<file path="src/design/dtc_pkg.sv">
// Overview of operation
// - Each timer is a 16-bit count built from a high and a low byte register.
// - Each timer runs one of four modes chosen by a two-bit mode field.
// - 13-bit mode counts high byte plus five low bits of the low byte.
// - Overflow sets the timer flag and requests an interrupt when enabled.
// - Counter select 1 counts pin falling edges, 0 counts the clock.
// - Count only with run set and gate clear or gate input high; in split mode timer 1 ignores both and the high half ignores the gate.
// - Starting a timer keeps the count; it resumes from the held value.
// - Each timer picks the undivided or divided-by-twelve clock.
// - In timer use with compare enabled, overflow toggles the timer pin.
// - Compare enable forces the timer pin to drive as an output.
// - 16-bit mode is like 13-bit mode but uses all sixteen bits.
// - Auto-reload counts in the low byte and reloads it from the high byte.
// - Auto-reload leaves the high byte reload value unchanged.
// - Overflow interrupt is forwarded only while its enable bit is set.
// - Mode codes: 00 13-bit, 01 16-bit, 10 auto-reload, 11 split.
// - Split mode: timer 0 high half clocks, uses timer 1 run and flag.
// - Prescale bit 0 selects divide by twelve, 1 the undivided clock.
// - Software clears flags; software setting a flag raises the interrupt.
package dtc_pkg;
  // ==========================================
  // Register map
  localparam logic [2:0] ADDR_CONTROL = 3'h0;
  localparam logic [2:0] ADDR_MODE = 3'h1;
  localparam logic [2:0] ADDR_LOW_A = 3'h2;
  localparam logic [2:0] ADDR_LOW_B = 3'h3;
  localparam logic [2:0] ADDR_HIGH_A = 3'h4;
  localparam logic [2:0] ADDR_HIGH_B = 3'h5;
  localparam logic [2:0] ADDR_CLOCK = 3'h6;
  localparam logic [2:0] ADDR_IRQ_EN = 3'h7;
  // ==========================================
  // Control register fields
  localparam int BIT_FLAG_B = 7;
  localparam int BIT_RUN_B = 6;
  localparam int BIT_FLAG_A = 5;
  localparam int BIT_RUN_A = 4;
  // ==========================================
  // Mode register fields, per timer nibble
  localparam int BIT_GATE = 3;
  localparam int BIT_CSEL = 2;
  localparam int MODE_LSB = 0;
  // ==========================================
  // Clock register fields
  localparam int BIT_PRESCALE_A = 2;
  localparam int BIT_TOGGLE_A = 0;
  // ==========================================
  // Interrupt enable fields
  localparam int BIT_IRQ_EN_A = 1;
  localparam int BIT_IRQ_EN_B = 3;
  // ==========================================
  // Reset values and counts
  localparam logic [7:0] RESET_BYTE = 8'h00;
  localparam logic [3:0] PRESCALE_LAST = 4'hB;
  // ==========================================
  // Modes
  typedef enum logic [1:0] {
    DTC_MODE_13 = 2'h0,
    DTC_MODE_16 = 2'h1,
    DTC_MODE_RELOAD = 2'h2,
    DTC_MODE_SPLIT = 2'h3
  } dtc_mode_t;
endpackage

</file>
<file path="src/design/dtc_sync.sv">
`timescale 1ns/1ps
module dtc_sync (
  // Clock and reset
  input wire logic core_clk,
  input wire logic reset,
  // Asynchronous level in, synchronised level out
  input wire logic async_in,
  output logic sync_out
);
  logic stage_reg;

  // ==========================================
  // Two-flop synchroniser; first stage feeds only the second
  always_ff @(posedge core_clk or posedge reset) begin
    if (reset) begin
      stage_reg <= 1'b0;
      sync_out <= 1'b0;
    end else begin
      stage_reg <= async_in;
      sync_out <= stage_reg;
    end
  end
endmodule

</file>
<file path="src/design/dtc_timer.sv">
// Local design decisions: strobed register access and the register offsets.
`timescale 1ns/1ps
module dtc_timer (
  // Clock and reset
  input wire logic core_clk,
  input wire logic reset,
  // Register port
  input wire logic [2:0] reg_addr,
  input wire logic [7:0] reg_wdata,
  input wire logic reg_wr,
  input wire logic reg_rd,
  output logic [7:0] reg_rdata,
  // Count pins, one per timer
  input wire logic [1:0] count_pin_in,
  output logic [1:0] count_pin_out,
  output logic [1:0] count_pin_oe,
  // External gate inputs
  input wire logic [1:0] external_gate_input,
  // Interrupt requests
  output logic [1:0] timer_irq
);
  logic [7:0] timer_control_register_reg;
  logic [7:0] timer_mode_register_reg;
  logic [3:0] timer_clock_register_reg;
  logic [7:0] interrupt_enable_register_reg;
  logic [7:0] count_low_byte_reg [2];
  logic [7:0] count_high_byte_reg [2];
  logic [3:0] prescale_reg;
  logic prescale_tick;
  logic [1:0] pin_sync;
  logic [1:0] gate_sync;
  logic [1:0] pin_prev_reg;
  logic [1:0] pin_fall;
  logic [1:0] toggle_reg;
  logic [1:0] run_bit;
  logic [1:0] overflow_flag;
  logic [1:0] gate_select;
  logic [1:0] counter_select;
  logic [1:0] prescale_select;
  logic [1:0] compare_toggle_enable;
  logic [1:0] irq_enable;
  logic [1:0] tick;
  logic [1:0] low_ovf;
  logic [1:0] word_ovf;
  logic [1:0] ovf_event;
  logic high_split_tick;
  logic high_split_ovf;
  logic split_active;
  logic [7:0] low_next [2];
  logic [7:0] high_next [2];
  logic [7:0] rdata_next;
  logic [3:0] mode_nib [2];
  dtc_pkg::dtc_mode_t mode [2];

  // ==========================================
  // Field decode helpers
  function automatic logic [3:0] nib(input logic [7:0] r, input int t);
    nib = (t == 0) ? r[3:0] : r[7:4];
  endfunction

  function automatic logic clk_enable(input logic psel, input logic ptick);
    clk_enable = psel | ptick;
  endfunction

  // ==========================================
  // Input synchronisers
  for (genvar t = 0; t < 2; t++) begin : g_sync
    dtc_sync u_pin (
      .core_clk(core_clk),
      .reset(reset),
      .async_in(count_pin_in[t]),
      .sync_out(pin_sync[t])
    );
    dtc_sync u_gate (
      .core_clk(core_clk),
      .reset(reset),
      .async_in(external_gate_input[t]),
      .sync_out(gate_sync[t])
    );
  end

  // Falling edge from successive synchronised samples
  always_ff @(posedge core_clk or posedge reset) begin
    if (reset) begin
      pin_prev_reg <= 2'h0;
    end else begin
      pin_prev_reg <= pin_sync;
    end
  end
  assign pin_fall = pin_prev_reg & ~pin_sync;

  // ==========================================
  // Shared divide-by-twelve prescaler
  always_ff @(posedge core_clk or posedge reset) begin
    if (reset) begin
      prescale_reg <= 4'h0;
    end else if (prescale_reg == dtc_pkg::PRESCALE_LAST) begin
      prescale_reg <= 4'h0;
    end else begin
      prescale_reg <= prescale_reg + 4'h1;
    end
  end
  assign prescale_tick = (prescale_reg == dtc_pkg::PRESCALE_LAST);

  // ==========================================
  // Field extraction
  assign split_active = (mode[0] == dtc_pkg::DTC_MODE_SPLIT);
  for (genvar t = 0; t < 2; t++) begin : g_fields
    assign mode_nib[t] = nib(timer_mode_register_reg, t);
    assign mode[t] = dtc_pkg::dtc_mode_t'(mode_nib[t][dtc_pkg::MODE_LSB +: 2]);
    assign gate_select[t] = mode_nib[t][dtc_pkg::BIT_GATE];
    assign counter_select[t] = mode_nib[t][dtc_pkg::BIT_CSEL];
    assign prescale_select[t] = timer_clock_register_reg[dtc_pkg::BIT_PRESCALE_A + t];
    assign compare_toggle_enable[t] = timer_clock_register_reg[dtc_pkg::BIT_TOGGLE_A + t];
    assign irq_enable[t] = interrupt_enable_register_reg[dtc_pkg::BIT_IRQ_EN_A + 2 * t];
  end
  assign run_bit[0] = timer_control_register_reg[dtc_pkg::BIT_RUN_A];
  assign run_bit[1] = timer_control_register_reg[dtc_pkg::BIT_RUN_B];
  assign overflow_flag[0] = timer_control_register_reg[dtc_pkg::BIT_FLAG_A];
  assign overflow_flag[1] = timer_control_register_reg[dtc_pkg::BIT_FLAG_B];

  // ==========================================
  // Count enables
  always_comb begin
    for (int t = 0; t < 2; t++) begin
      // Timer 1 loses its run bit, gate and pin while timer 0 is split
      if (t == 1 && split_active) begin
        tick[t] = (mode[1] != dtc_pkg::DTC_MODE_SPLIT)
                  & clk_enable(prescale_select[1], prescale_tick);
      end else begin
        tick[t] = run_bit[t] & (~gate_select[t] | gate_sync[t])
                  & (counter_select[t] ? pin_fall[t]
                     : clk_enable(prescale_select[t], prescale_tick));
      end
    end
  end
  assign high_split_tick = split_active & run_bit[1]
                           & clk_enable(prescale_select[0], prescale_tick);

  // ==========================================
  // Count arithmetic
  always_comb begin
    for (int t = 0; t < 2; t++) begin
      low_next[t] = count_low_byte_reg[t];
      high_next[t] = count_high_byte_reg[t];
      low_ovf[t] = 1'b0;
      word_ovf[t] = 1'b0;
      if (tick[t]) begin
        case (mode[t])
          dtc_pkg::DTC_MODE_13: begin
            // Upper three low bits are left as they are
            low_next[t] = {count_low_byte_reg[t][7:5], count_low_byte_reg[t][4:0] + 5'h01};
            if (count_low_byte_reg[t][4:0] == 5'h1F) begin
              high_next[t] = count_high_byte_reg[t] + 8'h01;
              word_ovf[t] = (count_high_byte_reg[t] == 8'hFF);
            end
          end
          dtc_pkg::DTC_MODE_16: begin
            low_next[t] = count_low_byte_reg[t] + 8'h01;
            if (count_low_byte_reg[t] == 8'hFF) begin
              high_next[t] = count_high_byte_reg[t] + 8'h01;
              word_ovf[t] = (count_high_byte_reg[t] == 8'hFF);
            end
          end
          dtc_pkg::DTC_MODE_RELOAD: begin
            if (count_low_byte_reg[t] == 8'hFF) begin
              low_next[t] = count_high_byte_reg[t];
              low_ovf[t] = 1'b1;
            end else begin
              low_next[t] = count_low_byte_reg[t] + 8'h01;
            end
          end
          default: begin
            // Split: low byte of timer 0 is an 8-bit counter; timer 1 holds
            low_next[t] = (t == 0) ? count_low_byte_reg[t] + 8'h01 : count_low_byte_reg[t];
            low_ovf[t] = (t == 0) && (count_low_byte_reg[t] == 8'hFF);
          end
        endcase
      end
    end
    // Split high half of timer 0
    high_split_ovf = high_split_tick & (count_high_byte_reg[0] == 8'hFF);
    if (high_split_tick) begin
      high_next[0] = count_high_byte_reg[0] + 8'h01;
    end
  end

  // Timer 1 cannot raise its flag while timer 0 is split
  assign ovf_event[0] = low_ovf[0] | word_ovf[0];
  assign ovf_event[1] = split_active ? high_split_ovf
                        : (low_ovf[1] | word_ovf[1]);

  // ==========================================
  // Count registers; a software write wins over counting
  always_ff @(posedge core_clk or posedge reset) begin
    if (reset) begin
      for (int t = 0; t < 2; t++) begin
        count_low_byte_reg[t] <= dtc_pkg::RESET_BYTE;
        count_high_byte_reg[t] <= dtc_pkg::RESET_BYTE;
      end
    end else begin
      for (int t = 0; t < 2; t++) begin
        // Held value survives a stop and restart
        if (reg_wr && reg_addr == dtc_pkg::ADDR_LOW_A + 3'(t)) begin
          count_low_byte_reg[t] <= reg_wdata;
        end else begin
          count_low_byte_reg[t] <= low_next[t];
        end
        if (reg_wr && reg_addr == dtc_pkg::ADDR_HIGH_A + 3'(t)) begin
          count_high_byte_reg[t] <= reg_wdata;
        end else begin
          count_high_byte_reg[t] <= high_next[t];
        end
      end
    end
  end

  // ==========================================
  // Control register; hardware flag set wins over software clear
  always_ff @(posedge core_clk or posedge reset) begin
    if (reset) begin
      timer_control_register_reg <= dtc_pkg::RESET_BYTE;
    end else begin
      if (reg_wr && reg_addr == dtc_pkg::ADDR_CONTROL) begin
        timer_control_register_reg <= reg_wdata;
      end
      if (ovf_event[0]) begin
        timer_control_register_reg[dtc_pkg::BIT_FLAG_A] <= 1'b1;
      end
      if (ovf_event[1]) begin
        timer_control_register_reg[dtc_pkg::BIT_FLAG_B] <= 1'b1;
      end
    end
  end

  // ==========================================
  // Mode, clock and interrupt enable registers
  always_ff @(posedge core_clk or posedge reset) begin
    if (reset) begin
      timer_mode_register_reg <= dtc_pkg::RESET_BYTE;
      timer_clock_register_reg <= 4'h0;
      interrupt_enable_register_reg <= dtc_pkg::RESET_BYTE;
    end else if (reg_wr) begin
      case (reg_addr)
        dtc_pkg::ADDR_MODE: timer_mode_register_reg <= reg_wdata;
        dtc_pkg::ADDR_CLOCK: timer_clock_register_reg <= reg_wdata[3:0];
        dtc_pkg::ADDR_IRQ_EN: interrupt_enable_register_reg <= reg_wdata;
        default: begin
        end
      endcase
    end
  end

  // ==========================================
  // Compare toggle pins
  always_ff @(posedge core_clk or posedge reset) begin
    if (reset) begin
      toggle_reg <= 2'h0;
    end else begin
      for (int t = 0; t < 2; t++) begin
        if (compare_toggle_enable[t] && !counter_select[t] && ovf_event[t]) begin
          toggle_reg[t] <= ~toggle_reg[t];
        end
      end
    end
  end
  assign count_pin_out = toggle_reg;
  assign count_pin_oe = compare_toggle_enable;

  // Interrupt request follows the flag, so a software set behaves like overflow
  assign timer_irq = overflow_flag & irq_enable;

  // ==========================================
  // Read port, data one cycle after the strobe
  always_comb begin
    case (reg_addr)
      dtc_pkg::ADDR_CONTROL: rdata_next = timer_control_register_reg;
      dtc_pkg::ADDR_MODE: rdata_next = timer_mode_register_reg;
      dtc_pkg::ADDR_LOW_A: rdata_next = count_low_byte_reg[0];
      dtc_pkg::ADDR_LOW_B: rdata_next = count_low_byte_reg[1];
      dtc_pkg::ADDR_HIGH_A: rdata_next = count_high_byte_reg[0];
      dtc_pkg::ADDR_HIGH_B: rdata_next = count_high_byte_reg[1];
      dtc_pkg::ADDR_CLOCK: rdata_next = {4'h0, timer_clock_register_reg};
      dtc_pkg::ADDR_IRQ_EN: rdata_next = interrupt_enable_register_reg;
      default: rdata_next = 8'h00;
    endcase
  end

  always_ff @(posedge core_clk or posedge reset) begin
    if (reset) begin
      reg_rdata <= 8'h00;
    end else if (reg_rd) begin
      reg_rdata <= rdata_next;
    end else begin
      reg_rdata <= 8'h00;
    end
  end
endmodule

</file>
<file path="config.mk">
export PLATFORM = sky130hd
export DESIGN_NAME = dtc_timer
export DESIGN_NICKNAME = d
export VERILOG_FILES = /design/src/design/dtc_pkg.sv /design/src/design/dtc_sync.sv /design/src/design/dtc_timer.sv
export SDC_FILE = /design/constraint.sdc
export NUM_CORES = 1
export LEC_CHECK = 0
export ABC_AREA = 0
export BUFFER_PORTS_ARGS = -buffer_cell sky130_fd_sc_hd__buf_2
export CAP_MARGIN = 20
export CORE_MARGIN = 3
export CORE_UTILIZATION = 60
export CTS_CLUSTER_SIZE = 20
export DETAILED_ROUTE_END_ITERATION = 16
export HOLD_SLACK_MARGIN = 0.1
export MAX_ROUTING_LAYER = met4
export PLACE_DENSITY = 0.81
export SLEW_MARGIN = 20
export SYNTH_ARGS = -nofsm -noshare
export SYNTH_HDL_FRONTEND = slang
export SYNTH_SLANG_ARGS = --single-unit
</file>
<file path="constraint.sdc">
create_clock -name core_clk -period 3.9 [get_ports core_clk]
set_clock_uncertainty 0.2 [all_clocks]
set_input_delay 0.585 -clock core_clk [delete_from_list [all_inputs] [get_ports core_clk]]
set_output_delay 0.585 -clock core_clk [all_outputs]
set_load 0.02 [all_outputs]
</file>
==> summary.md <==
| Metric | Value |
|---|---|
| Pwr dens | `553 nW/µm²` |
| Slew Limit Headroom | `0.443` |
| Final setup margin | `between 1000 and 1500 ps` |
| # resized after CTS | `0` |
| Pleak | `approximately 2.2 nW` |
| Post-Syn Area | `approximately 5000 µm²` |
| Avg Inst Size Synth | `~9.8 µm²` |
| Initial DRC count | `roughly 570` |
| Number of flops mapped to enable cells by yosys | `0` |
| Vias post-DR | `4169` |
| Largest net degree at the start of global routing | `37` |
| Via-to-Cell Ratio | `6.54` |
| Synth Area in Compound Gates | `0.182` |
| Fraction of registers with async set/reset | `1.00` |
| Core ar. | `around 8000 µm²` |
| Post-Synth XOR/XNOR Area | `0.0369` |
| Share of cells above drive strength 1 | `0.191` |
| TritonCTS clock tree | `built` |
| H-tree Lvls | `3` |
| Final hold vios | `0` |
| Most common cell on crit path | `ha_1` |
| CP peak stage delay | `around 440 ps` |
| Max VDD drop | `about 0.00048 V` |
| Crit path DAT | `2850 ps` |
| Drt pass-1 iters | `5` |
| Final cycle utilization of the critical path | `0.723` |
| Tot GR Track Use | `0.300` |
| CTS Sinks | `between 80 and 90` |
| GP Congestion | `~0.96` |
| Synth cell count leaders | `84 x dfrtp_1, 59 x nand2_1, 37 x nor2_1, 37 x o21ai_0, 29 x mux2_2` |
| Drt drc | `0` |
| Top FF cell, synth | `dfrtp_1` |
| Mux contribution to synthesized area | `0.121` |
| Syn Nets | `542` |
| Routed len/inst | `21.2 µm` |
| Area leader, netlist | `dfrtp_1` |
| Outcome | `finished, final reports clean` |
| Die Height | `roughly 97 µm` |
| CP required | `3930 ps` |
| Critical path launch point type | `register` |
| Area share of the leading cell type in the synthesized netlist | `0.421` |
| Slew @ Worst Pin | `about 830 ps` |
| Place WS | `between 1000 and 1500 ps` |
| Fmax | `between 300 and 400 MHz` |
| Final wirelength | `between 10 and 15 mm` |
| GR Overflow Total | `0` |
| # diodes | `0` |
| Largest family of logic cells by synthesized area | `compound AO/OA/AOI/OAI gates` |
| Clk Latency, worst-skew pair | `between 300 and 400 ps` |
| Simple logic cell fraction of the synthesized area | `0.164` |
| Max Slew Vio Count | `0` |
| Final Critical Period | `2820 ps` |
| Ys Warns | `0` |
| Hold/Removal Path Class | `primary input to register` |
| CP Cell Sequence | `ha_1, nand3_1, inv_1, ha_1, or3b_1, o41ai_2, a31oi_2, nor3_1, xnor2_1, a21oi_1` |
| I/O Pins | `33` |
| Clk slew on worst S/H paths | `about 90 ps` |
| Horiz. Die Dim | `around 100 µm` |
| Dpl hpwl | `approximately 9.5 mm` |
| Site Rows | `32` |
| Slowest cell on crit path | `dfrtp_1` |
| Setup Buffers After CTS | `0` |
| Starting Density | `0.632` |
| Count leader, synth | `dfrtp_1` |
| Pwr Total | `approximately 3.0 mW` |
| Top cells by area, synth | `dfrtp_1 42%, mux2_2 6.5%, mux2i_1 4.6%, nand2_1 4.4%, o21ai_0 3.7%` |
| Vias in the first global route | `around 4.0k` |
| Routed Antenna Nets | `0` |
| Sequential fraction of the synthesis area | `0.421` |
| RSZ-0062 raised after global routing | `no` |
| Longest Clk Path Bufs | `2` |
| Clk Tree Root Cell | `clkbuf_8` |
| # Max-Cap Violations | `0` |
| Endpoints failing setup | `0` |
| Nets | `~560` |
| Post-synthesis cell type count | `just under 70` |
| Total CTS buffers | `9` |
| Initial antenna violation count | `0` |
| WS Path Type | `register to register` |
| Post-Synth Adder-Cell Area | `0.0301` |
| First-pass GRT wire length | `between 20 and 25 mm` |
| CP Capture Type | `register` |
| Worst Path Buf+Inv | `1` |
| Hold buffers post-CTS | `1` |
| Die area | `9440 µm²` |
| Kind of cell adding the most delay to the critical path | `simple AND/OR/NAND/NOR gates` |
| Mapped Cells | `a little over 500` |
| Area grow syn2layout | `7.07%` |
| Port bufs | `32` |
| Post-route setup TNS | `0 ps` |
| Largest fanout on the critical path | `8` |
| Flop and latch count out of synthesis | `84` |
-- kinds of logic (layout without fill, tap and decap cells) --
group / count (synthesis) / in the layout
compound gates: 130 / 130
buf+inv: 42 / 66
xor+xnor: 21 / 21
mux: 54 / 54
fa+ha+maj: 12 / 12
simple gates: 168 / 168
flops: 84 / 84
-- per-stage QoR --
stage | area (µm²) | hold WS, ps | util | cells
final | 5340 | 120 | 0.677 | 637
after global routing | 5340 | 117 | 0.677 | 637
after CTS | 5340 | 115 | 0.677 | 637
after detailed placement | 5130 | 137 | 0.651 | 621
after global placement | 5130 | 134 | 0.651 | 621
after floorplan | 4990 | 131 | - | 511
-- layout make-up --
cell class                      count  area (µm²)
Tap cell                          102         128
Timing Repair Buffer               37         200
Sequential cell                    84        2100
Fill cell                         615        2550
Clock buffer                        9         124
Clock inverter                      6        71.3
Inverter                           14        53.8
Multi-Input combinational cell    385        2660
-- layout by cell type (no fill, tap or decap), drive strengths merged, types with 4 or more instances in the layout --
master and instances:
mux2i 23, and2 5, nor2b 6, nand4 5, nor3 5, inv 16
and4 5, buf 36, xnor2 17, mux2 29, a21o 4, a31oi 8
clkbuf 9, xor2 4, a211oi 10, nor2 39, a21oi 25, nand3 20
ha 12, dfrtp 84, or2 4, nand2b 5, o21ai 42, o2bb2ai 4
nand2 59, a22o 6
-- metal layers --
layer,wire [µm],share of wire,GRT usage,up-vias
met1,5980,0.44,0.428,2001
met4,380,0.028,0.0994,0
li1,-,-,-,1884
met3,1110,0.082,0.0495,35
met2,6010,0.45,0.441,249
met5,0,0,-,-
-- where the power goes --
part / internal [mW] / switching [mW] / total (mW) / leakage [nW]
registers: 1.08 / 0.339 / 1.42 / 1.03
clock network: 0.299 / 0.339 / 0.639 / 0.0927
logic: 0.419 / 0.481 / 0.900 / 1.09
-- final timing paths --
check | from | end | slack, ps | cells past startpoint
max in group asynchronous | reset | reg_rdata[3] | 2180 | 4
max | count_low_byte_reg[8] | count_high_byte_reg[13] | 1080 | 10
min in group asynchronous | reset | prescale_reg[2] | 530 | 3
min reg2reg | g_sync[1].u_gate.stage_reg | g_sync[1].u_gate.sync_out | 150 | 0
max reg2reg | count_low_byte_reg[8] | count_high_byte_reg[13] | 1080 | 10
min | external_gate_input[0] | g_sync[0].u_gate.stage_reg | 120 | 1
-- worst reg2reg max path: cells and delay by family, from the launching register on --
family                     cells  cell delay, ps
and+or+nand+nor                3             900
AOI/OAI and AO/OA              3             450
DFF                            1             440
adders and majority gates      2             380
buffers and inverters          1             170
xor gates and xnor gates       1             160
No activity file was read; power rests on OpenSTA's default activity.
